**config.mk**
```make
export PLATFORM = sky130hd
export DESIGN_NAME = iao_top
export DESIGN_NICKNAME = d
export VERILOG_FILES = /design/src/inc/iao_pkg.sv /design/src/hw/iao_top.sv
export SDC_FILE = /design/constraint.sdc
export NUM_CORES = 1
export LEC_CHECK = 0
export BUFFER_PORTS_ARGS = -buffer_cell sky130_fd_sc_hd__buf_4
export CAP_MARGIN = 20
export CORE_MARGIN = 8
export CORE_UTILIZATION = 30
export DETAILED_ROUTE_END_ITERATION = 10
export PLACE_DENSITY_LB_ADDON = 0.15
export SLEW_MARGIN = 20
export SYNTH_ARGS = -nofsm -noshare
export SYNTH_HDL_FRONTEND = slang
export SYNTH_SLANG_ARGS = --single-unit
```
**constraint.sdc**
```tcl
create_clock -name clock_in -period 4.15 [get_ports clock_in]
set_input_delay 0.415 -clock clock_in [delete_from_list [all_inputs] [get_ports clock_in]]
set_output_delay 0.415 -clock clock_in [all_outputs]
set_load 0.005 [all_outputs]
```
**src/inc/iao_pkg.sv**
```systemverilog
// Operation
// - selection zero: output follows the switch alone
// - selection 1 park brake set, 2 park brake released, with switch on
// - selection 3 any door open, 4 all doors closed, with switch on
// - selection 5 power take-off engaged, 6 not engaged, with switch on
// - selection 7 engine running, 8 engine not running, with switch on
// - selection 9 speed above threshold, 10 speed below threshold
// - selection 11 vehicle stopped, 12 vehicle moving, with switch on
// - selection 13 gear code above threshold, 14 below threshold
// - selection 15 transmission in neutral, 16 out of neutral
// - latch-off disabled: output returns when condition returns, switch on
// - latch-off enabled: dropped output stays off until switch cycles
// - speed threshold in mph consulted only for selections 9 and 10
// - gear code: neutral 125, forward x is 125+x, reverse y 125-y
// - gear threshold consulted only for selections 13 and 14
// - speed threshold defaults to 30, range 0 to 100
// - gear threshold defaults to 0, range 0 to 250
// - interlock selection defaults to 10 after reset
// - on/off settings: 0 off, 1 on; latch-off defaults off
// - two fully independent outputs, each with private settings
package iao_pkg;
  localparam int SEL_W = 5;
  localparam int SPD_W = 7;
  localparam int GEAR_W = 8;
  localparam int APB_AW = 12;
  localparam logic [SEL_W-1:0] SEL_NONE = 5'h00;
  localparam logic [SEL_W-1:0] SEL_PARK_SET = 5'h01;
  localparam logic [SEL_W-1:0] SEL_PARK_OFF = 5'h02;
  localparam logic [SEL_W-1:0] SEL_DOOR_OPEN = 5'h03;
  localparam logic [SEL_W-1:0] SEL_DOOR_SHUT = 5'h04;
  localparam logic [SEL_W-1:0] SEL_TAKEOFF_ON = 5'h05;
  localparam logic [SEL_W-1:0] SEL_TAKEOFF_OFF = 5'h06;
  localparam logic [SEL_W-1:0] SEL_ENG_RUN = 5'h07;
  localparam logic [SEL_W-1:0] SEL_ENG_STOP = 5'h08;
  localparam logic [SEL_W-1:0] SEL_SPD_ABOVE = 5'h09;
  localparam logic [SEL_W-1:0] SEL_SPD_BELOW = 5'h0a;
  localparam logic [SEL_W-1:0] SEL_STOPPED = 5'h0b;
  localparam logic [SEL_W-1:0] SEL_MOVING = 5'h0c;
  localparam logic [SEL_W-1:0] SEL_GEAR_ABOVE = 5'h0d;
  localparam logic [SEL_W-1:0] SEL_GEAR_BELOW = 5'h0e;
  localparam logic [SEL_W-1:0] SEL_NEUTRAL = 5'h0f;
  localparam logic [SEL_W-1:0] SEL_NOT_NEUTRAL = 5'h10;
  localparam logic [SEL_W-1:0] SEL_RESET = 5'h0a;
  localparam logic [SPD_W-1:0] SPD_RESET = 7'h1e;
  localparam logic [SPD_W-1:0] SPD_MAX = 7'h64;
  localparam logic [GEAR_W-1:0] GEAR_RESET = 8'h00;
  localparam logic [GEAR_W-1:0] GEAR_MAX = 8'hfa;
  localparam logic [GEAR_W-1:0] GEAR_NEUTRAL = 8'h7d;
  // register byte addresses; channel b sits 0x20 above channel a
  localparam logic [APB_AW-1:0] REG_SEL_A = 12'h000;
  localparam logic [APB_AW-1:0] REG_LATCH_A = 12'h004;
  localparam logic [APB_AW-1:0] REG_SPD_A = 12'h008;
  localparam logic [APB_AW-1:0] REG_GEAR_A = 12'h00c;
  localparam logic [APB_AW-1:0] REG_STAT_A = 12'h010;
  localparam logic [APB_AW-1:0] REG_SEL_B = 12'h020;
  localparam logic [APB_AW-1:0] REG_LATCH_B = 12'h024;
  localparam logic [APB_AW-1:0] REG_SPD_B = 12'h028;
  localparam logic [APB_AW-1:0] REG_GEAR_B = 12'h02c;
  localparam logic [APB_AW-1:0] REG_STAT_B = 12'h030;
  localparam int STAT_OUT_BIT = 0;
  localparam int STAT_LOCK_BIT = 1;
  localparam int STAT_COND_BIT = 2;
  localparam int CHAN_BIT = 5;
  localparam int BLOCK_BITS = 6;
  localparam int ALIGN_BITS = 2;
endpackage
```
**src/hw/iao_top.sv**
```systemverilog
`timescale 1ns/100ps
module iao_top (
  input wire logic clock_in,
  input wire logic reset_n_in,
  input wire logic psel_in,
  input wire logic penable_in,
  input wire logic pwrite_in,
  input wire logic [iao_pkg::APB_AW-1:0] paddr_in,
  input wire logic [31:0] pwdata_in,
  input wire logic [3:0] pstrb_in,
  output logic [31:0] prdata_out,
  output logic pready_out,
  output logic pslverr_out,
  input wire logic switch_a_in,
  input wire logic switch_b_in,
  input wire logic park_brake_in,
  input wire logic door_open_in,
  input wire logic power_take_off_in,
  input wire logic engine_run_in,
  input wire logic moving_in,
  input wire logic [iao_pkg::SPD_W-1:0] speed_mph_in,
  input wire logic [iao_pkg::GEAR_W-1:0] gear_code_in,
  output logic aux_a_out,
  output logic aux_b_out
);
  import iao_pkg::*;

  localparam int NCH = 2;
  localparam int NVEH = 5;

  typedef struct packed {
    logic [NCH-1:0][SEL_W-1:0] sel;
    logic [NCH-1:0] latch_en;
    logic [NCH-1:0][SPD_W-1:0] spd;
    logic [NCH-1:0][GEAR_W-1:0] gear;
    logic [NCH-1:0] out;
    logic [NCH-1:0] locked;
    logic [NCH-1:0] cond;
    logic [NCH-1:0][1:0] sw_sync;
    logic [NVEH-1:0][1:0] veh_sync;
    logic [1:0][SPD_W-1:0] spd_sync;
    logic [1:0][GEAR_W-1:0] gear_sync;
    logic [31:0] rdata;
  } iao_state_t;

  iao_state_t st_r;
  iao_state_t st_nxt;

  logic [NCH-1:0] sw;
  logic park_s, door_s, takeoff_s, eng_s, mov_s;
  logic [SPD_W-1:0] spd_s;
  logic [GEAR_W-1:0] gear_s;
  logic [NCH-1:0] cond_now;
  logic access;
  logic wr;
  logic [APB_AW-1:0] base;
  logic chan;
  logic mapped;

  // pins are asynchronous to the clock; only stage two is read.
  // multi-bit speed/gear may tear for a cycle; harmless, sampled again next
  assign sw = {st_r.sw_sync[1][1], st_r.sw_sync[0][1]};
  assign park_s = st_r.veh_sync[0][1];
  assign door_s = st_r.veh_sync[1][1];
  assign takeoff_s = st_r.veh_sync[2][1];
  assign eng_s = st_r.veh_sync[3][1];
  assign mov_s = st_r.veh_sync[4][1];
  assign spd_s = st_r.spd_sync[1];
  assign gear_s = st_r.gear_sync[1];

  // condition per channel from its own settings only
  always_comb begin
    for (int c = 0; c < NCH; c++) begin
      unique case (st_r.sel[c])
        SEL_NONE: cond_now[c] = 1'b1;
        SEL_PARK_SET: cond_now[c] = park_s;
        SEL_PARK_OFF: cond_now[c] = !park_s;
        SEL_DOOR_OPEN: cond_now[c] = door_s;
        SEL_DOOR_SHUT: cond_now[c] = !door_s;
        SEL_TAKEOFF_ON: cond_now[c] = takeoff_s;
        SEL_TAKEOFF_OFF: cond_now[c] = !takeoff_s;
        SEL_ENG_RUN: cond_now[c] = eng_s;
        SEL_ENG_STOP: cond_now[c] = !eng_s;
        SEL_SPD_ABOVE: cond_now[c] = spd_s > st_r.spd[c];
        SEL_SPD_BELOW: cond_now[c] = spd_s < st_r.spd[c];
        SEL_STOPPED: cond_now[c] = !mov_s;
        SEL_MOVING: cond_now[c] = mov_s;
        SEL_GEAR_ABOVE: cond_now[c] = gear_s > st_r.gear[c];
        SEL_GEAR_BELOW: cond_now[c] = gear_s < st_r.gear[c];
        SEL_NEUTRAL: cond_now[c] = gear_s == GEAR_NEUTRAL;
        SEL_NOT_NEUTRAL: cond_now[c] = gear_s != GEAR_NEUTRAL;
        default: cond_now[c] = 1'b0;
      endcase
    end
  end

  assign access = psel_in && penable_in;
  assign wr = access && pwrite_in;
  assign chan = paddr_in[CHAN_BIT];
  assign base = paddr_in & ~REG_SEL_B;
  assign mapped = (paddr_in[APB_AW-1:BLOCK_BITS] == '0)
    && (paddr_in[ALIGN_BITS-1:0] == '0) && (base <= REG_STAT_A);

  always_comb begin
    st_nxt = st_r;
    for (int c = 0; c < NCH; c++) begin
      st_nxt.sw_sync[c] = {st_r.sw_sync[c][0], c == 0 ? switch_a_in
        : switch_b_in};
    end
    st_nxt.veh_sync[0] = {st_r.veh_sync[0][0], park_brake_in};
    st_nxt.veh_sync[1] = {st_r.veh_sync[1][0], door_open_in};
    st_nxt.veh_sync[2] = {st_r.veh_sync[2][0], power_take_off_in};
    st_nxt.veh_sync[3] = {st_r.veh_sync[3][0], engine_run_in};
    st_nxt.veh_sync[4] = {st_r.veh_sync[4][0], moving_in};
    st_nxt.spd_sync = {st_r.spd_sync[0], speed_mph_in};
    st_nxt.gear_sync = {st_r.gear_sync[0], gear_code_in};

    for (int c = 0; c < NCH; c++) begin
      st_nxt.cond[c] = cond_now[c];
      // lock only when a live output is dropped by its interlock
      // a lock never outlives latch-off itself being turned off
      if (!sw[c] || !st_r.latch_en[c]) begin
        st_nxt.locked[c] = 1'b0;
      end else if (st_r.latch_en[c] && st_r.out[c] && !cond_now[c]) begin
        st_nxt.locked[c] = 1'b1;
      end
      st_nxt.out[c] = sw[c] && cond_now[c] && !st_nxt.locked[c];
    end

    // writes take the low byte lane; out-of-range speed and gear thresholds are refused
    if (wr && mapped && pstrb_in[0]) begin
      unique case (base)
        REG_SEL_A: st_nxt.sel[chan] = pwdata_in[SEL_W-1:0];
        REG_LATCH_A: st_nxt.latch_en[chan] = pwdata_in[0];
        REG_SPD_A: begin
          if (pwdata_in[31:SPD_W] == '0 && pwdata_in[SPD_W-1:0] <= SPD_MAX)
            st_nxt.spd[chan] = pwdata_in[SPD_W-1:0];
        end
        REG_GEAR_A: begin
          if (pwdata_in[31:GEAR_W] == '0
              && pwdata_in[GEAR_W-1:0] <= GEAR_MAX)
            st_nxt.gear[chan] = pwdata_in[GEAR_W-1:0];
        end
        default: ;
      endcase
    end

    st_nxt.rdata = '0;
    if (psel_in && !penable_in && !pwrite_in && mapped) begin
      unique case (base)
        REG_SEL_A: st_nxt.rdata[SEL_W-1:0] = st_r.sel[chan];
        REG_LATCH_A: st_nxt.rdata[0] = st_r.latch_en[chan];
        REG_SPD_A: st_nxt.rdata[SPD_W-1:0] = st_r.spd[chan];
        REG_GEAR_A: st_nxt.rdata[GEAR_W-1:0] = st_r.gear[chan];
        REG_STAT_A: begin
          st_nxt.rdata[STAT_OUT_BIT] = st_r.out[chan];
          st_nxt.rdata[STAT_LOCK_BIT] = st_r.locked[chan];
          st_nxt.rdata[STAT_COND_BIT] = st_r.cond[chan];
        end
        default: ;
      endcase
    end

    if (!reset_n_in) begin
      st_nxt = '0;
      for (int c = 0; c < NCH; c++) begin
        st_nxt.sel[c] = SEL_RESET;
        st_nxt.spd[c] = SPD_RESET;
        st_nxt.gear[c] = GEAR_RESET;
      end
      st_nxt.latch_en = '0;
      st_nxt.locked = '0;
    end
  end

  always_ff @(posedge clock_in) begin
    st_r <= st_nxt;
  end

  assign aux_a_out = st_r.out[0];
  assign aux_b_out = st_r.out[1];
  assign prdata_out = st_r.rdata;
  assign pready_out = 1'b1;
  assign pslverr_out = access && !mapped;

  // assertions
  property p_zero_follows_switch;
    @(posedge clock_in) disable iff (!reset_n_in)
    (st_r.sel[0] == SEL_NONE && $stable(st_r.sel[0]) && !st_r.locked[0])
      |=> (aux_a_out == $past(sw[0]));
  endproperty
  a_zero_follows_switch: assert property (p_zero_follows_switch)
    else $error("selection zero output does not follow switch");

  property p_park_set;
    @(posedge clock_in) disable iff (!reset_n_in)
    (st_r.sel[0] == SEL_PARK_SET && !park_s) |=> !aux_a_out;
  endproperty
  a_park_set: assert property (p_park_set)
    else $error("output on with park brake released");

  property p_door_shut;
    @(posedge clock_in) disable iff (!reset_n_in)
    (st_r.sel[1] == SEL_DOOR_SHUT && door_s) |=> !aux_b_out;
  endproperty
  a_door_shut: assert property (p_door_shut)
    else $error("output on with a door open");

  property p_speed_above;
    @(posedge clock_in) disable iff (!reset_n_in)
    (st_r.sel[0] == SEL_SPD_ABOVE && spd_s <= st_r.spd[0]) |=> !aux_a_out;
  endproperty
  a_speed_above: assert property (p_speed_above)
    else $error("output on at or below speed threshold");

  property p_gear_below;
    @(posedge clock_in) disable iff (!reset_n_in)
    (st_r.sel[0] == SEL_GEAR_BELOW && sw[0] && !st_r.locked[0]
      && gear_s < st_r.gear[0] && !st_r.latch_en[0]) |=> aux_a_out;
  endproperty
  a_gear_below: assert property (p_gear_below)
    else $error("output off with gear below threshold");

  property p_no_latch_return;
    @(posedge clock_in) disable iff (!reset_n_in)
    (!st_r.latch_en[0] && sw[0] && cond_now[0]) |=> aux_a_out;
  endproperty
  a_no_latch_return: assert property (p_no_latch_return)
    else $error("output did not return without latch-off");

  property p_latch_holds;
    @(posedge clock_in) disable iff (!reset_n_in)
    (st_r.latch_en[0] && aux_a_out && sw[0] && !cond_now[0]
      && $stable(st_r.latch_en[0]))
      ##1 (sw[0] && st_r.latch_en[0])[*2] |=> !aux_a_out;
  endproperty
  a_latch_holds: assert property (p_latch_holds)
    else $error("latched output came back without switch cycle");

  property p_bad_sel;
    @(posedge clock_in) disable iff (!reset_n_in)
    (st_r.sel[1] > SEL_NOT_NEUTRAL) |=> !aux_b_out;
  endproperty
  a_bad_sel: assert property (p_bad_sel)
    else $error("output on with illegal selection");

  property p_reset_defaults;
    @(posedge clock_in)
    !reset_n_in |=> (st_r.sel[0] == SEL_RESET && st_r.spd[1] == SPD_RESET
      && st_r.gear[0] == GEAR_RESET && st_r.locked == '0);
  endproperty
  a_reset_defaults: assert property (p_reset_defaults)
    else $error("settings not at defaults after reset");

  property p_park_off;
    @(posedge clock_in) disable iff (!reset_n_in)
    (st_r.sel[1] == SEL_PARK_OFF && park_s) |=> !aux_b_out;
  endproperty
  a_park_off: assert property (p_park_off)
    else $error("output on with park brake set");

  property p_door_open;
    @(posedge clock_in) disable iff (!reset_n_in)
    (st_r.sel[0] == SEL_DOOR_OPEN && !door_s) |=> !aux_a_out;
  endproperty
  a_door_open: assert property (p_door_open)
    else $error("output on with all doors closed");

  property p_takeoff_on;
    @(posedge clock_in) disable iff (!reset_n_in)
    (st_r.sel[0] == SEL_TAKEOFF_ON && !takeoff_s) |=> !aux_a_out;
  endproperty
  a_takeoff_on: assert property (p_takeoff_on)
    else $error("output on with power take-off not engaged");

  property p_takeoff_off;
    @(posedge clock_in) disable iff (!reset_n_in)
    (st_r.sel[1] == SEL_TAKEOFF_OFF && takeoff_s) |=> !aux_b_out;
  endproperty
  a_takeoff_off: assert property (p_takeoff_off)
    else $error("output on with power take-off engaged");

  property p_eng_run;
    @(posedge clock_in) disable iff (!reset_n_in)
    (st_r.sel[1] == SEL_ENG_RUN && !eng_s) |=> !aux_b_out;
  endproperty
  a_eng_run: assert property (p_eng_run)
    else $error("output on with engine stopped");

  property p_eng_stop;
    @(posedge clock_in) disable iff (!reset_n_in)
    (st_r.sel[0] == SEL_ENG_STOP && eng_s) |=> !aux_a_out;
  endproperty
  a_eng_stop: assert property (p_eng_stop)
    else $error("output on with engine running");

  property p_speed_below;
    @(posedge clock_in) disable iff (!reset_n_in)
    (st_r.sel[1] == SEL_SPD_BELOW && spd_s >= st_r.spd[1]) |=> !aux_b_out;
  endproperty
  a_speed_below: assert property (p_speed_below)
    else $error("output on at or above speed threshold");

  property p_stopped;
    @(posedge clock_in) disable iff (!reset_n_in)
    (st_r.sel[0] == SEL_STOPPED && mov_s) |=> !aux_a_out;
  endproperty
  a_stopped: assert property (p_stopped)
    else $error("output on while vehicle moving");

  property p_moving;
    @(posedge clock_in) disable iff (!reset_n_in)
    (st_r.sel[1] == SEL_MOVING && !mov_s) |=> !aux_b_out;
  endproperty
  a_moving: assert property (p_moving)
    else $error("output on while vehicle stopped");

  property p_gear_above;
    @(posedge clock_in) disable iff (!reset_n_in)
    (st_r.sel[1] == SEL_GEAR_ABOVE && gear_s <= st_r.gear[1]) |=> !aux_b_out;
  endproperty
  a_gear_above: assert property (p_gear_above)
    else $error("output on with gear not above threshold");

  property p_neutral;
    @(posedge clock_in) disable iff (!reset_n_in)
    (st_r.sel[0] == SEL_NEUTRAL && gear_s != GEAR_NEUTRAL) |=> !aux_a_out;
  endproperty
  a_neutral: assert property (p_neutral)
    else $error("output on out of neutral");

  property p_not_neutral;
    @(posedge clock_in) disable iff (!reset_n_in)
    (st_r.sel[1] == SEL_NOT_NEUTRAL && gear_s == GEAR_NEUTRAL) |=> !aux_b_out;
  endproperty
  a_not_neutral: assert property (p_not_neutral)
    else $error("output on in neutral");

  property p_zero_b;
    @(posedge clock_in) disable iff (!reset_n_in)
    (st_r.sel[1] == SEL_NONE && sw[1] && !st_r.locked[1]) |=> aux_b_out;
  endproperty
  a_zero_b: assert property (p_zero_b)
    else $error("output off with no interlock and switch on");

  property p_switch_off_a;
    @(posedge clock_in) disable iff (!reset_n_in)
    !sw[0] |=> (!aux_a_out && !st_r.locked[0]);
  endproperty
  a_switch_off_a: assert property (p_switch_off_a)
    else $error("output or lock survives switch off");

  property p_switch_off_b;
    @(posedge clock_in) disable iff (!reset_n_in)
    !sw[1] |=> (!aux_b_out && !st_r.locked[1]);
  endproperty
  a_switch_off_b: assert property (p_switch_off_b)
    else $error("second output or lock survives its switch off");

  property p_speed_range;
    @(posedge clock_in) disable iff (!reset_n_in)
    st_r.spd[0] <= SPD_MAX && st_r.spd[1] <= SPD_MAX;
  endproperty
  a_speed_range: assert property (p_speed_range)
    else $error("speed threshold outside its range");

  property p_gear_range;
    @(posedge clock_in) disable iff (!reset_n_in)
    st_r.gear[0] <= GEAR_MAX && st_r.gear[1] <= GEAR_MAX;
  endproperty
  a_gear_range: assert property (p_gear_range)
    else $error("gear threshold outside its range");

  property p_latch_default;
    @(posedge clock_in)
    !reset_n_in |=> (st_r.latch_en == '0 && st_r.out == '0);
  endproperty
  a_latch_default: assert property (p_latch_default)
    else $error("latch-off or output not off after reset");

endmodule // iao_top

```
# --- After elaboration in Yosys (flattened, before gate mapping) ---
# Cells that the tools add are included.
classes:
  n_eq_ne: 38
  mux: 36
  n_reduce_logical: 52
  n_lt_le_gt_ge: 13
ops:
  columns: ["operator", "count"]
  rows:
  - ["equality test 5 x 4 -> 1 bit (second input constant)", 16]
  - ["equality test 5 x 3 -> 1 bit (second input constant)", 8]
  - ["case mux 1 bit (17 select lines)", 2]
  - ["zero test 25 bit", 1]
  - ["zero test 24 bit", 1]
  - ["two-way mux 8 bit", 3]
  - ["equality test 11 x 4 -> 1 bit (second input constant)", 2]
  - ["logical AND 1 bit", 21]
  - ["two-way mux 7 bit", 3]
  - ["equality test 5 x 2 -> 1 bit (second input constant)", 4]
  - ["bitwise mux 16 bit", 1]
  - ["> comparator 8 bit", 2]
  - ["zero test 1 bit", 16]
  - ["less-than comparator 8 bit", 2]
  - ["two-way mux 5 bit", 3]
  - ["bitwise mux 14 bit", 1]
  - ["> comparator 7 bit", 2]
  - ["less-than comparator 7 bit", 2]
  - ["two-way mux 1 bit", 13]
  - ["less-or-equal comparator 12 x 5 -> 1 bit (second input constant)", 1]
  - ["zero test 12 bit", 1]
  - ["equality test 11 x 3 -> 1 bit (second input constant)", 1]
  - ["equality test 11 x 5 -> 1 bit (second input constant)", 1]
  - ["bitwise mux 10 bit", 1]
  - ["other kinds (23)", 31]
totals:
  reg_bits: 124
  out_inout_bits: 36

# --- Logic depth before layout (Yosys ltp) ---
# Gate-level depths: netlist (run 1).
depth:
  depth_word: 8
  ltp_mapped: 9
  mapped_depth_nobuf: 9

# --- Least setup slack after synthesis (run 1) ---
# Ideal clock, no wire load.
synth_path:
  path_kind: "input to register"
  from: "input paddr_in[0] (netlist bit)"
  to: "register st_r[113] (netlist bit)"
  path_stages: 6
  n_path_buf: 0
  setup_ns: 0.116
  required_time_ns: 4.034
  slack_ns: 1.830
  arrival_ns: 2.204
  cell_sequence: "or4_4 -> or3_4 -> or4b_4 -> nor2_2 -> mux2i_1 -> nor2b_1"
synth_between:
  elab_chain_cells: 6
synth_rtl:
  columns: ["element", "line", "text"]
  rows:
  - ["start: declaration", "iao_top.sv:8", "input wire logic [iao_pkg::APB_AW-1:0] paddr_in,"]
  - ["branches (longest 5 deep; another with less-or-equal comparator 12 x 5 -> 1 bit)", null, null]
  - ["AND reduction 2 bit (no source line) (*)", null, null]
  - ["end signal: assignment", "iao_top.sv:177", "st_r <= st_nxt;"]
  - ["end: declaration", "iao_top.sv:46", "iao_state_t st_r;"]
# Mark *: on every way between the ends.
# A chain may end at the register's enable or synchronous reset.

# --- Final worst setup path (run 1) ---
layout_path:
  from: "register st_r[83] (netlist bit)"
  to: "register st_r, in the netlist aux_a_out"
layout_between:
  elab_chain_cells: 8
layout_rtl:
  columns: ["element", "line", "text"]
  rows:
  - ["less-than comparator 8 bit or > comparator 8 bit (tied branches)", "iao_top.sv:89, iao_top.sv:88", null]
  - ["case mux 1 bit (17 select lines) (*)", "iao_top.sv:74", "unique case (st_r.sel[c])"]
  - ["zero test 1 bit", "iao_top.sv:124", "end else if (st_r.latch_en[c] && st_r.out[c] && !cond_now[c]) begin"]
  - ["logical AND 1 bit", "iao_top.sv:124", null]
  - ["two-way mux 1 bit", "iao_top.sv:124", null]
  - ["two-way mux 1 bit", "iao_top.sv:122", "if (!sw[c] || !st_r.latch_en[c]) begin"]
  - ["zero test 1 bit", "iao_top.sv:127", "st_nxt.out[c] = sw[c] && cond_now[c] && !st_nxt.locked[c];"]
  - ["logical AND 1 bit (*)", "iao_top.sv:127", null]
# Mark *: on every way between the ends. The rest lies on a longest branch, timed or not.

==> run summary, run 1 <==
Achievable clock frequency = 381 MHz
Gr ovfl total = 0
DR top layer = met4
Crit path arrival time = 2870 ps
DRC = 0
Placement row count = 48
Hold path start = speed_mph_in[0]
Total power draw = 2.03 mW
RR Endpoint = aux_a_out
Period utilization = 0.633
Min Tclk post-route = 2630 ps
Setup bufs post-CTS = 0
Status = finished clean
Hold buffers post-CTS = 0
CTS Buf Count = 9
#FFs+latches synth = 100
P&R area growth vs syn = 17.7%
Router iterations before antenna repair = 4
Worst reg2reg path depth = 8
Final Hold Fails = 0
DR vias = 3957
Final Net Count = 714
Crit path kind = reg -> reg
RSZ-0062 raised after global routing = false
Largest net degree at the start of global routing = 96
Met3 routed WL = 1.00 mm
Ant. Diodes = 0
GP Congestion = 0.821
Synth warn = 0
I/O Pins = 111
Post-Syn Area = 0.00523 mm²
Hpwl dp = 10.4 mm
Final worst slack = 1520 ps
CTS tree = yes
CTS sink count = 100
FFs w/ async S/R, synth = 0
DIE AREA = 0.0219 mm²
Worst Path Required = 4390 ps
Crit Path Max Fanout = 3
Core Area = 0.0172 mm²
Core Util, Final = 0.359
Met2 Wirelength = 5.82 mm
Clock Tree Buf Depth = 2
DR vias/cell = 4.72
Total Routed Length = 13.6 mm
Commonest non-fill, non-tap cells in the layout = 100 x dfxtp_1, 82 x buf_4, 59 x mux2i_1, 46 x and2_1, 37 x nor2b_1
Leak = 2.70 nW
Max Cap Viol = 0
Initial Util = 0.305
Setup TNS Final = 0 ps
Setup slack, reg-to-reg = 1520 ps
Fill cell count = 1780
Die H = 148 µm
Clk slew on worst S/H paths = 70 ps
I/O Buffers = 82
Layout cells sized above 1 = 0.192
EDFF count, synth = 0
H-tree levels = 3
Final instance area = 0.00616 mm²
First-pass GRT wire length = 21.3 mm
Total global-route track usage = 0.124
DRT iter0 DRCs = 193
Final setup viols = 0
Root Driver = clkbuf_16
Commonest non-fill, non-tap cell in the layout = dfxtp_1
PwrDens = 329 mW/mm²
Post-route ant nets = 0
Synth cell types = 55
Post-Place Cell Area = 0.00585 mm²
Min-Delay Path Depth = 2
Register area share after synthesis = 0.383
WL met1 = 6.62 mm
CP endpoint kind = register
Post-DR wirelength/cell = 16.2 µm
Worst Skew = 8.16 ps
Fin. max-slew vios = 0
Mapped Cells = 554
Hold/Removal Path Class = in -> reg
Die width = 148 µm
Number of global-route vias before repair = 3967
Peak supply drop = 0.000243 V
Critical Path Start Type = register
Initial antenna violation count = 0
Worst-Skew Late Latency = 350 ps
Launch point of the worst reg-to-reg path = st_r[83]
Post-CTS sizing = 0
Most used DFF post-synth = dfxtp_1
Max-Slew Margin vs Limit = 0.373
Worst Hold Path EP = st_r[48]
Worst slew pin tran = 916 ps
Syn_area_per_cell = 9.44 µm²
Setup WS pre-CTS = 1280 ps
[cell usage after synthesis, types with 4 or more instances]
master	count	share of area
a211oi_1	5	0.0072
a21oi_1	18	0.017
and2_1	46	0.055
and4_1	4	0.0067
buf_4	35	0.050
clkbuf_1	22	0.016
dfxtp_1	100	0.38
ha_1	30	0.072
inv_1	32	0.023
mux2i_1	59	0.11
mux4_2	4	0.017
nand2_1	29	0.021
nand3_1	6	0.0057
nand3b_1	4	0.0057
nand4_1	14	0.017
nand4b_1	5	0.0084
nor2_1	18	0.013
nor2b_1	37	0.044
nor4_1	12	0.014
o211ai_1	5	0.0072
o21ai_0	16	0.015
[final cells by class]
cell class,instances,area (µm²),share of cell area
multi-input cells,384,2830,0.460
flip-flops and latches,100,2000,0.325
repair buffers,82,616,0.0999
well taps,225,282,0.0457
clock buffers,10,239,0.0388
inverters,32,120,0.0195
clock inverters,6,68.8,0.0112
[stage by stage]
stage          hold slack (ps)  cells
4_1_cts                    252    839
5_1_grt                    257    839
3_3_place_gp               416    823
6_report                   270    839
2_1_floorplan              412    577
3_5_place_dp               418    823
[routing by layer]
| metal | up-vias | track usage |
|---|---|---|
| li1 | 1993 | - |
| met1 | 1820 | 0.160 |
| met2 | 133 | 0.194 |
| met3 | 11 | 0.0441 |
| met4 | 0 | 0.0316 |
| met5 | - | 0 |
[power breakdown]
group	internal, mW	switching, mW	total (mW)
clock network	0.489	0.381	0.870
registers	0.981	0.0100	0.991
logic	0.0877	0.0800	0.168
total	1.56	0.471	2.03
[cells by family after synthesis]
logic type | Yosys count | synth area share
adder cells (fa/ha/maj) | 30 | 0.0717
multiplexers | 65 | 0.134
other | 2 | 0.00144
AND/OR/NAND/NOR | 200 | 0.237
buffers and inverters | 93 | 0.0925
flip-flops | 100 | 0.383
AO/OA/AOI/OAI | 64 | 0.0799
[worst max path at each step]
stage | from | end | slack [ps] | cells after the start
after CTS | st_r[83] | aux_a_out | 1460 | 8
after detailed placement | paddr_in[0] | st_r[120] | 1280 | 7
after floorplan | paddr_in[0] | st_r[113] | 1830 | 6
after global placement | paddr_in[0] | st_r[120] | 1290 | 7
final | st_r[83] | aux_a_out | 1520 | 8
after global routing | st_r[83] | aux_a_out | 1420 | 8
[worst max-delay path, cell delays in order (launching register included)]
cell and delay, ps:
dfxtp_1 370, inv_1 70, ha_1 300, nor2b_1 130, o211ai_1 160, a21oi_1 90
a2111oi_0 790, o211ai_1 340, and4_1 270
[registers in the layout, summed over array words and instances (netlist names)]
name,flops
spd_s,7
aux_b_out,1
prdata_out,8
mov_s,1
door_s,1
aux_a_out,1
eng_s,1
gear_s,8
park_s,1
st_r,71
No activity file was read; power rests on OpenSTA's default activity.
==> inputs of run 2 (changes only) <==
--- a/config.mk
+++ b/config.mk
@@ -5,6 +5,7 @@
 export SDC_FILE = /design/constraint.sdc
 export NUM_CORES = 1
 export LEC_CHECK = 0
+export ABC_AREA = 1
 export BUFFER_PORTS_ARGS = -buffer_cell sky130_fd_sc_hd__buf_4
 export CAP_MARGIN = 20
 export CORE_MARGIN = 8
==> constraint.sdc (replaced) <==
create_clock -name clock_in -period 2.2 [get_ports clock_in]
set_input_delay 0.22 -clock clock_in [delete_from_list [all_inputs] [get_ports clock_in]]
set_output_delay 0.22 -clock clock_in [all_outputs]
set_load 0.005 [all_outputs]
==> run summary, run 2 <==
Core Util, Final = 0.358 (was 0.359)
Worst Skew = 11.0 ps (was 8.16 ps)
Post-Synth XOR/XNOR Area = 0 (unchanged)
Total Routed Length = 16.0 mm (was 13.6 mm)
Number of global-route vias before repair = 4997 (was 3967)
Max reg flops = 71 (unchanged)
Final Hold Fails = 0 (unchanged)
Area contributors post-synth = dfxtp_1 35%, nand2_1 16%, inv_1 8.9% (was dfxtp_1 38%, mux2i_1 11%, ha_1 7.2%)
Crit Path Max Fanout = 3 (unchanged)
Most common cell in the netlist = nand2_1 (was dfxtp_1)
PwrDens = 574 mW/mm² (was 329 mW/mm²)
Critical Path Start Type = register (unchanged)
CP max-delay cell = dfxtp_1 (was a2111oi_0)
Period utilization = 0.831 (was 0.633)
Post-DR wirelength/cell = 13.6 µm (was 16.2 µm)
CTS sink count = 100 (unchanged)
Total global-route track usage = 0.138 (was 0.124)
CP dominant cell by count = nand2_1 (was o211ai_1)
Post-Syn Area = 0.00576 mm² (was 0.00523 mm²)
CP cell instances = inv_1, ha_1, nand2_1, nor2_1, nand4_1, nand2_1, inv_1, nand2_1, nand3_1, nor2_1, nand2_1, o211ai_1, nor2_1 (was inv_1, ha_1, nor2b_1, o211ai_1, a21oi_1, a2111oi_0, o211ai_1, and4_1)
Fraction of the mapped netlist area in simple logic gates = 0.346 (was 0.237)
DR vias/cell = 4.37 (was 4.72)
Hpwl dp = 12.3 mm (was 10.4 mm)
Max Cap Viol = 0 (unchanged)
#FFs+latches synth = 100 (unchanged)
Crit path arrival time = 2060 ps (was 2870 ps)
Setup bufs post-CTS = 0 (unchanged)
Initial Util = 0.307 (was 0.305)
Yosys top cell by area = dfxtp_1 (unchanged)
Commonest non-fill, non-tap cell in the layout = nand2_1 (was dfxtp_1)
Dpl cells = 1158 (was 823)
DIE AREA = 0.0239 mm² (was 0.0219 mm²)
Most used DFF post-synth = dfxtp_1 (unchanged)
Clock Tree Buf Depth = 2 (unchanged)
Worst Path Required = 2430 ps (was 4390 ps)
Synth cell types = 39 (was 55)
Multi-input logic area = 0.00291 mm² (was 0.00283 mm²)
DRT iter0 DRCs = 236 (was 193)
CTS tree = yes (unchanged)
Die H = 155 µm (was 148 µm)
Worst-Skew Late Latency = 360 ps (was 350 ps)
Post-Place Cell Area = 0.00641 mm² (was 0.00585 mm²)
Mapped Cells = 874 (was 554)
Max stage delay on crit path = 310 ps (was 790 ps)
Placement row count = 50 (was 48)
EDFF count, synth = 0 (unchanged)
Syn_area_per_cell = 6.59 µm² (was 9.44 µm²)
Core Area = 0.0188 mm² (was 0.0172 mm²)
Synth warn = 0 (unchanged)
Peak supply drop = 0.000356 V (was 0.000243 V)
Largest family of logic cells by synthesized area = simple AND/OR/NAND/NOR gates (unchanged)
Register area share after synthesis = 0.348 (was 0.383)
Crit path kind = reg -> reg (unchanged)
H-tree levels = 3 (unchanged)
Final Net Count = 1040 (was 714)
Ant. Diodes = 0 (unchanged)
CP endpoint kind = register (unchanged)
Achievable clock frequency = 547 MHz (was 381 MHz)
Launch point of the worst reg-to-reg path = st_r[97] (was st_r[83])
Post-synth top cells = 246 x nand2_1, 137 x inv_1, 111 x nor2_1 (was 100 x dfxtp_1, 59 x mux2i_1, 46 x and2_1)
P&R area growth vs syn = 16.6% (was 17.7%)
Post-Synth Adder-Cell Area = 0.0652 (was 0.0717)
I/O Buffers = 82 (unchanged)
Fill cell count = 2104 (was 1780)
Gr ovfl total = 0 (unchanged)
FFs w/ async S/R, synth = 0 (unchanged)
I/O Pins = 111 (unchanged)
Max-Slew Margin vs Limit = 0.386 (was 0.373)
DRC = 0 (unchanged)
CTS Buf Count = 9 (unchanged)
Initial antenna violation count = 0 (unchanged)
Die width = 155 µm (was 148 µm)
Post-route ant nets = 0 (unchanged)
Post-synthesis mux area share = 0 (was 0.134)
Setup TNS Final = 0 ps (unchanged)
Worst slew pin tran = 921 ps (was 916 ps)
Final instance area = 0.00671 mm² (was 0.00616 mm²)
First-pass GRT wire length = 26.0 mm (was 21.3 mm)
Min Tclk post-route = 1830 ps (was 2630 ps)
GP Congestion = 0.862 (was 0.821)
Root Driver = clkbuf_16 (unchanged)
Layout cells sized above 1 = 0.148 (was 0.192)
Post-CTS sizing = 0 (unchanged)
Status = finished clean (unchanged)
Commonest non-fill, non-tap cells in the layout = 246 x nand2_1, 137 x inv_1, 111 x nor2_1, 100 x dfxtp_1, 85 x buf_4 (was 100 x dfxtp_1, 82 x buf_4, 59 x mux2i_1, 46 x and2_1, 37 x nor2b_1)
Router iterations before antenna repair = 5 (was 4)
Final setup viols = 0 (unchanged)
Hold path start = moving_in (was speed_mph_in[0])
DR vias = 5132 (was 3957)
Leak = 3.62 nW (was 2.70 nW)
Worst Setup SP = st_r[97] (was st_r[83])
WHS = 40.6 ps (was 270 ps)
RSZ-0062 raised after global routing = false (unchanged)
Hold buffers post-CTS = 0 (unchanged)
Register area = 0.00200 mm² (unchanged)
Clk slew on worst S/H paths = 70 ps (about the same)
Largest net degree at the start of global routing = 86 (was 96)
Most flops, register = st_r (unchanged)
Fin. max-slew vios = 0 (unchanged)
Fraction of the mapped netlist area in compound gates = 0.0785 (was 0.0799)
Area fraction of the dominant cell type after synthesis = 0.348 (was 0.383)
Hold/Removal Path Class = in -> reg (unchanged)
Layout Cells excl Fill = 1174 (was 839)
[run 2: final cells by class]
| type | count | area share |
|---|---|---|
| multi-input combinational | 594 | 0.434 |
| sequential | 100 | 0.298 |
| timing repair buffer | 86 | 0.0981 |
| inverter | 144 | 0.0813 |
| tap | 234 | 0.0436 |
| clock buffer | 10 | 0.0356 |
| clock inverter | 6 | 0.00932 |
[run 2: routing by layer]
layer | vias up | wire length, µm | global-route usage
li1 | 2745 | - | -
met1 | 2241 | 7730 | 0.181
met2 | 128 | 7030 | 0.219
met3 | 18 | 974 | 0.0301
met4 | 0 | 277 | 0.0490
met5 | - | 0 | 0
[run 2: path summary, 6_finish.rpt]
path	end	slack, ps	depth (start not counted)
setup reg to reg	aux_b_out	370	13
setup / recovery	aux_b_out	370	13
hold / removal	st_r[70]	40	3
hold reg to reg	mov_s	410	2
[run 2: logic make-up (layout without fill, tap and decap cells)]
| logic type | count (synthesis) | count (layout) |
|---|---|---|
| compound gates | 79 | 79 |
| fa+ha+maj | 30 | 30 |
| buf+inv | 203 | 246 |
| flops | 100 | 100 |
| other cells | 2 | 25 |
| simple gates | 460 | 460 |
[run 2: through the flow]
step | setup WS (ps) | power [mW]
2_1_floorplan | 663 | 2.13
3_3_place_gp | 334 | 2.27
3_5_place_dp | 299 | 2.28
4_1_cts | 334 | 3.92
5_1_grt | 49.4 | 4.04
6_report | 373 | 3.85
[run 2: power by group]
group          leakage (nW)  internal, mW  switching, mW  total (mW)
logic                  2.65         0.151          0.204       0.355
clock network         0.153         0.913          0.711        1.62
registers             0.816          1.85         0.0212        1.87
[run 2: critical path: cells and delay by family, from the launching register on]
family / cells / cell delay [ps]
adders and majority gates: 1 / 310
and+or+nand+nor: 9 / 890
DFF: 1 / 310
buffers and inverters: 2 / 120
AOI/OAI and AO/OA: 1 / 80
==> inputs of run 3 (changes only) <==
--- a/config.mk
+++ b/config.mk
@@ -5,7 +5,7 @@
 export SDC_FILE = /design/constraint.sdc
 export NUM_CORES = 1
 export LEC_CHECK = 0
-export ABC_AREA = 1
+export ABC_AREA = 0
 export BUFFER_PORTS_ARGS = -buffer_cell sky130_fd_sc_hd__buf_4
 export CAP_MARGIN = 20
 export CORE_MARGIN = 8
==> constraint.sdc (replaced) <==
create_clock -name clock_in -period 1.5 [get_ports clock_in]
set_input_delay 0.15 -clock clock_in [delete_from_list [all_inputs] [get_ports clock_in]]
set_output_delay 0.15 -clock clock_in [all_outputs]
set_load 0.005 [all_outputs]
==> run summary, run 3 (synthesized netlist as in run 1, its figures left out) <==
Status = finished with violations (was finished clean)
Failing checks = setup timing
PwrDens = 790 mW/mm² (was 574 mW/mm²)
Combinational Power Share = 0.104 (was 0.092)
Fin. max-slew vios = 0 (unchanged)
RSZ-0062 raised after global routing = true (was false)
Int Pwr = 4.57 mW (was 2.91 mW)
Initial Util = 0.305 (was 0.307)
Worst Skew = 10.8 ps (was 11.0 ps)
Die H = 148 µm (was 155 µm)
Max-Slew Margin vs Limit = 0.480 (was 0.386)
Hold/Removal Path Class = in -> reg (unchanged)
RR Endpoint = aux_a_out (was aux_b_out)
Min Tclk post-route = 2060 ps (was 1830 ps)
Sw frac = 0.231 (was 0.243)
CTS tree = yes (unchanged)
Worst slew pin tran = 780 ps (was 921 ps)
Setup slack, reg-to-reg = -560 ps (was 370 ps)
First-pass GRT wire length = 24.1 mm (was 26.0 mm)
DIE AREA = 0.0219 mm² (was 0.0239 mm²)
Die width = 148 µm (was 155 µm)
Max Cap Viol = 0 (unchanged)
Launch point of the worst reg-to-reg path = st_r[83] (was st_r[97])
CTS Buf Count = 9 (unchanged)
DRT iter0 DRCs = 175 (was 236)
Most flops, register = st_r (unchanged)
Part of the power in the clock network = 0.434 (was 0.422)
Max reg flops = 71 (unchanged)
Crit path arrival time = 2350 ps (was 2060 ps)
Commonest non-fill, non-tap cell in the layout = buf_4 (was nand2_1)
DR vias/cell = 4.63 (was 4.37)
Core Area = 0.0172 mm² (was 0.0188 mm²)
Core Util, Final = 0.438 (was 0.358)
Worst-Skew Late Latency = 350 ps (was 360 ps)
I/O Pins = 111 (unchanged)
Largest net degree at the start of global routing = 95 (was 86)
Gr ovfl total = 0 (unchanged)
Ant. Diodes = 0 (unchanged)
Clk slew on worst S/H paths = 70 ps (about the same)
Total power draw = 5.94 mW (was 3.85 mW)
Dpl cells = 918 (was 1158)
Router iterations before antenna repair = 4 (was 5)
Worst Path Required = 1790 ps (was 2430 ps)
H-tree levels = 3 (unchanged)
Clock Tree Buf Depth = 2 (unchanged)
Leak = 3.40 nW (was 3.62 nW)
DR vias = 4433 (was 5132)
Setup WS pre-CTS = -764 ps (was 299 ps)
Worst Hold Path EP = st_r[48] (was st_r[70])
P&R area growth vs syn = 43.9% (was 16.6%)
Final Hold Fails = 0 (unchanged)
Number of global-route vias before repair = 4553 (was 4997)
Total global-route track usage = 0.140 (was 0.138)
Placement row count = 48 (was 50)
Sw Pwr = 1.37 mW (was 0.936 mW)
Achievable clock frequency = 486 MHz (was 547 MHz)
GP Congestion = 0.865 (was 0.862)
Final Net Count = 833 (was 1040)
Setup TNS Final = -15950 ps (was 0 ps)
WHS = 10.6 ps (was 40.6 ps)
Period utilization = 1.37 (was 0.831)
Hpwl dp = 11.9 mm (was 12.3 mm)
Peak supply drop = 0.000713 V (was 0.000356 V)
DRC = 0 (unchanged)
I/O Buffers = 82 (unchanged)
Sequential power share = 0.462 (was 0.486)
Crit Path Max Fanout = 3 (unchanged)
Final setup viols = 57 (was 0)
Critical Path Start Type = register (unchanged)
Crit path kind = reg -> reg (unchanged)
Layout cells sized above 1 = 0.386 (was 0.148)
Final worst slack = -557 ps (was 373 ps)
Worst reg2reg path depth = 10 (was 13)
Initial antenna violation count = 0 (unchanged)
CP endpoint kind = register (unchanged)
Total Routed Length = 15.3 mm (was 16.0 mm)
Post-Place Cell Area = 0.00660 mm² (was 0.00641 mm²)
Commonest non-fill, non-tap cells in the layout = 171 x buf_4, 85 x dfxtp_1, 59 x mux2i_1, 46 x and2_1, 34 x nor2b_1 (was 246 x nand2_1, 137 x inv_1, 111 x nor2_1, 100 x dfxtp_1, 85 x buf_4)
Post-route ant nets = 0 (unchanged)
Post-DR wirelength/cell = 15.9 µm (was 13.6 µm)
Layout Cells excl Fill = 958 (was 1174)
Root Driver = clkbuf_16 (unchanged)
CTS sink count = 100 (unchanged)
Hold path start = speed_mph_in[0] (was moving_in)
Final instance area = 0.00753 mm² (was 0.00671 mm²)
Min-Delay Path Depth = 2 (was 3)
[run 3: changes by cell type in the layout (fill, tap and decap cells not counted), sizes merged, moves of 12 or more]
| cell | previous run | this run |
|---|---|---|
| mux2i | 0 | 59 |
| a21oi | 34 | 18 |
| dlygate4sd3 | 0 | 12 |
| nand3 | 50 | 6 |
| nor2b | 0 | 37 |
| and2 | 0 | 47 |
| inv | 144 | 33 |
| nand2 | 262 | 29 |
| nor2 | 120 | 20 |
| buf | 86 | 189 |
[run 3: routing by layer]
metal,up-vias,GRT usage,part of all wire
li1,2226,-,-
met1,2051,0.181,0.47
met2,139,0.222,0.45
met3,17,0.0371,0.068
met4,0,0.0433,0.016
met5,-,0,0
[run 3: worst max-delay path by stage]
stage | from | endpoint | slack (ps) | cells past startpoint
2_1_floorplan | paddr_in[0] | st_r[113] | -550 | 6
3_3_place_gp | paddr_in[0] | prdata_out[1] | -740 | 7
3_5_place_dp | paddr_in[0] | st_r[88] | -760 | 9
4_1_cts | st_r[102] | aux_a_out | -580 | 10
5_1_grt | st_r[89] | aux_a_out | -670 | 10
6_report | st_r[83] | aux_a_out | -560 | 10
[run 3: worst max-delay path, cell delays in order (launching register included)]
cell and delay (ps):
dfxtp_2 360, inv_2 50, ha_4 210, nor2b_4 120, o211ai_1 210, a21oi_2 100
a2111oi_2 210, buf_4 180, nand4_1 100, o211ai_1 220, and4_1 240
[run 3: power by group through the flow]
stage          Combinational [mW]  Sequential [mW]  Clock (mW)
6_report                    0.620             2.74        2.58
5_1_grt                     0.679             2.75        2.77
4_1_cts                     0.609             2.74        2.65
3_5_place_dp                0.550             2.80           0
3_3_place_gp                0.541             2.80           0
2_1_floorplan               0.298             2.79           0
[run 3: timing repair]
action	4_1_cts	5_1_grt
setup endpoints to repair	55	57
setup buffers	7	5
pin swaps	34	26
hold endpoints to repair	12	0
hold buffers	12	0
resized for setup	63	29
[run 3: layout make-up]
cell class / count / area (µm²)
Clock buffer: 11 / 243
Clock inverter: 5 / 82.6
Fill cell: 1640 / 9650
Inverter: 32 / 123
Multi-Input combinational cell: 384 / 3170
Sequential cell: 100 / 2020
Tap cell: 225 / 282
Timing Repair Buffer: 201 / 1610
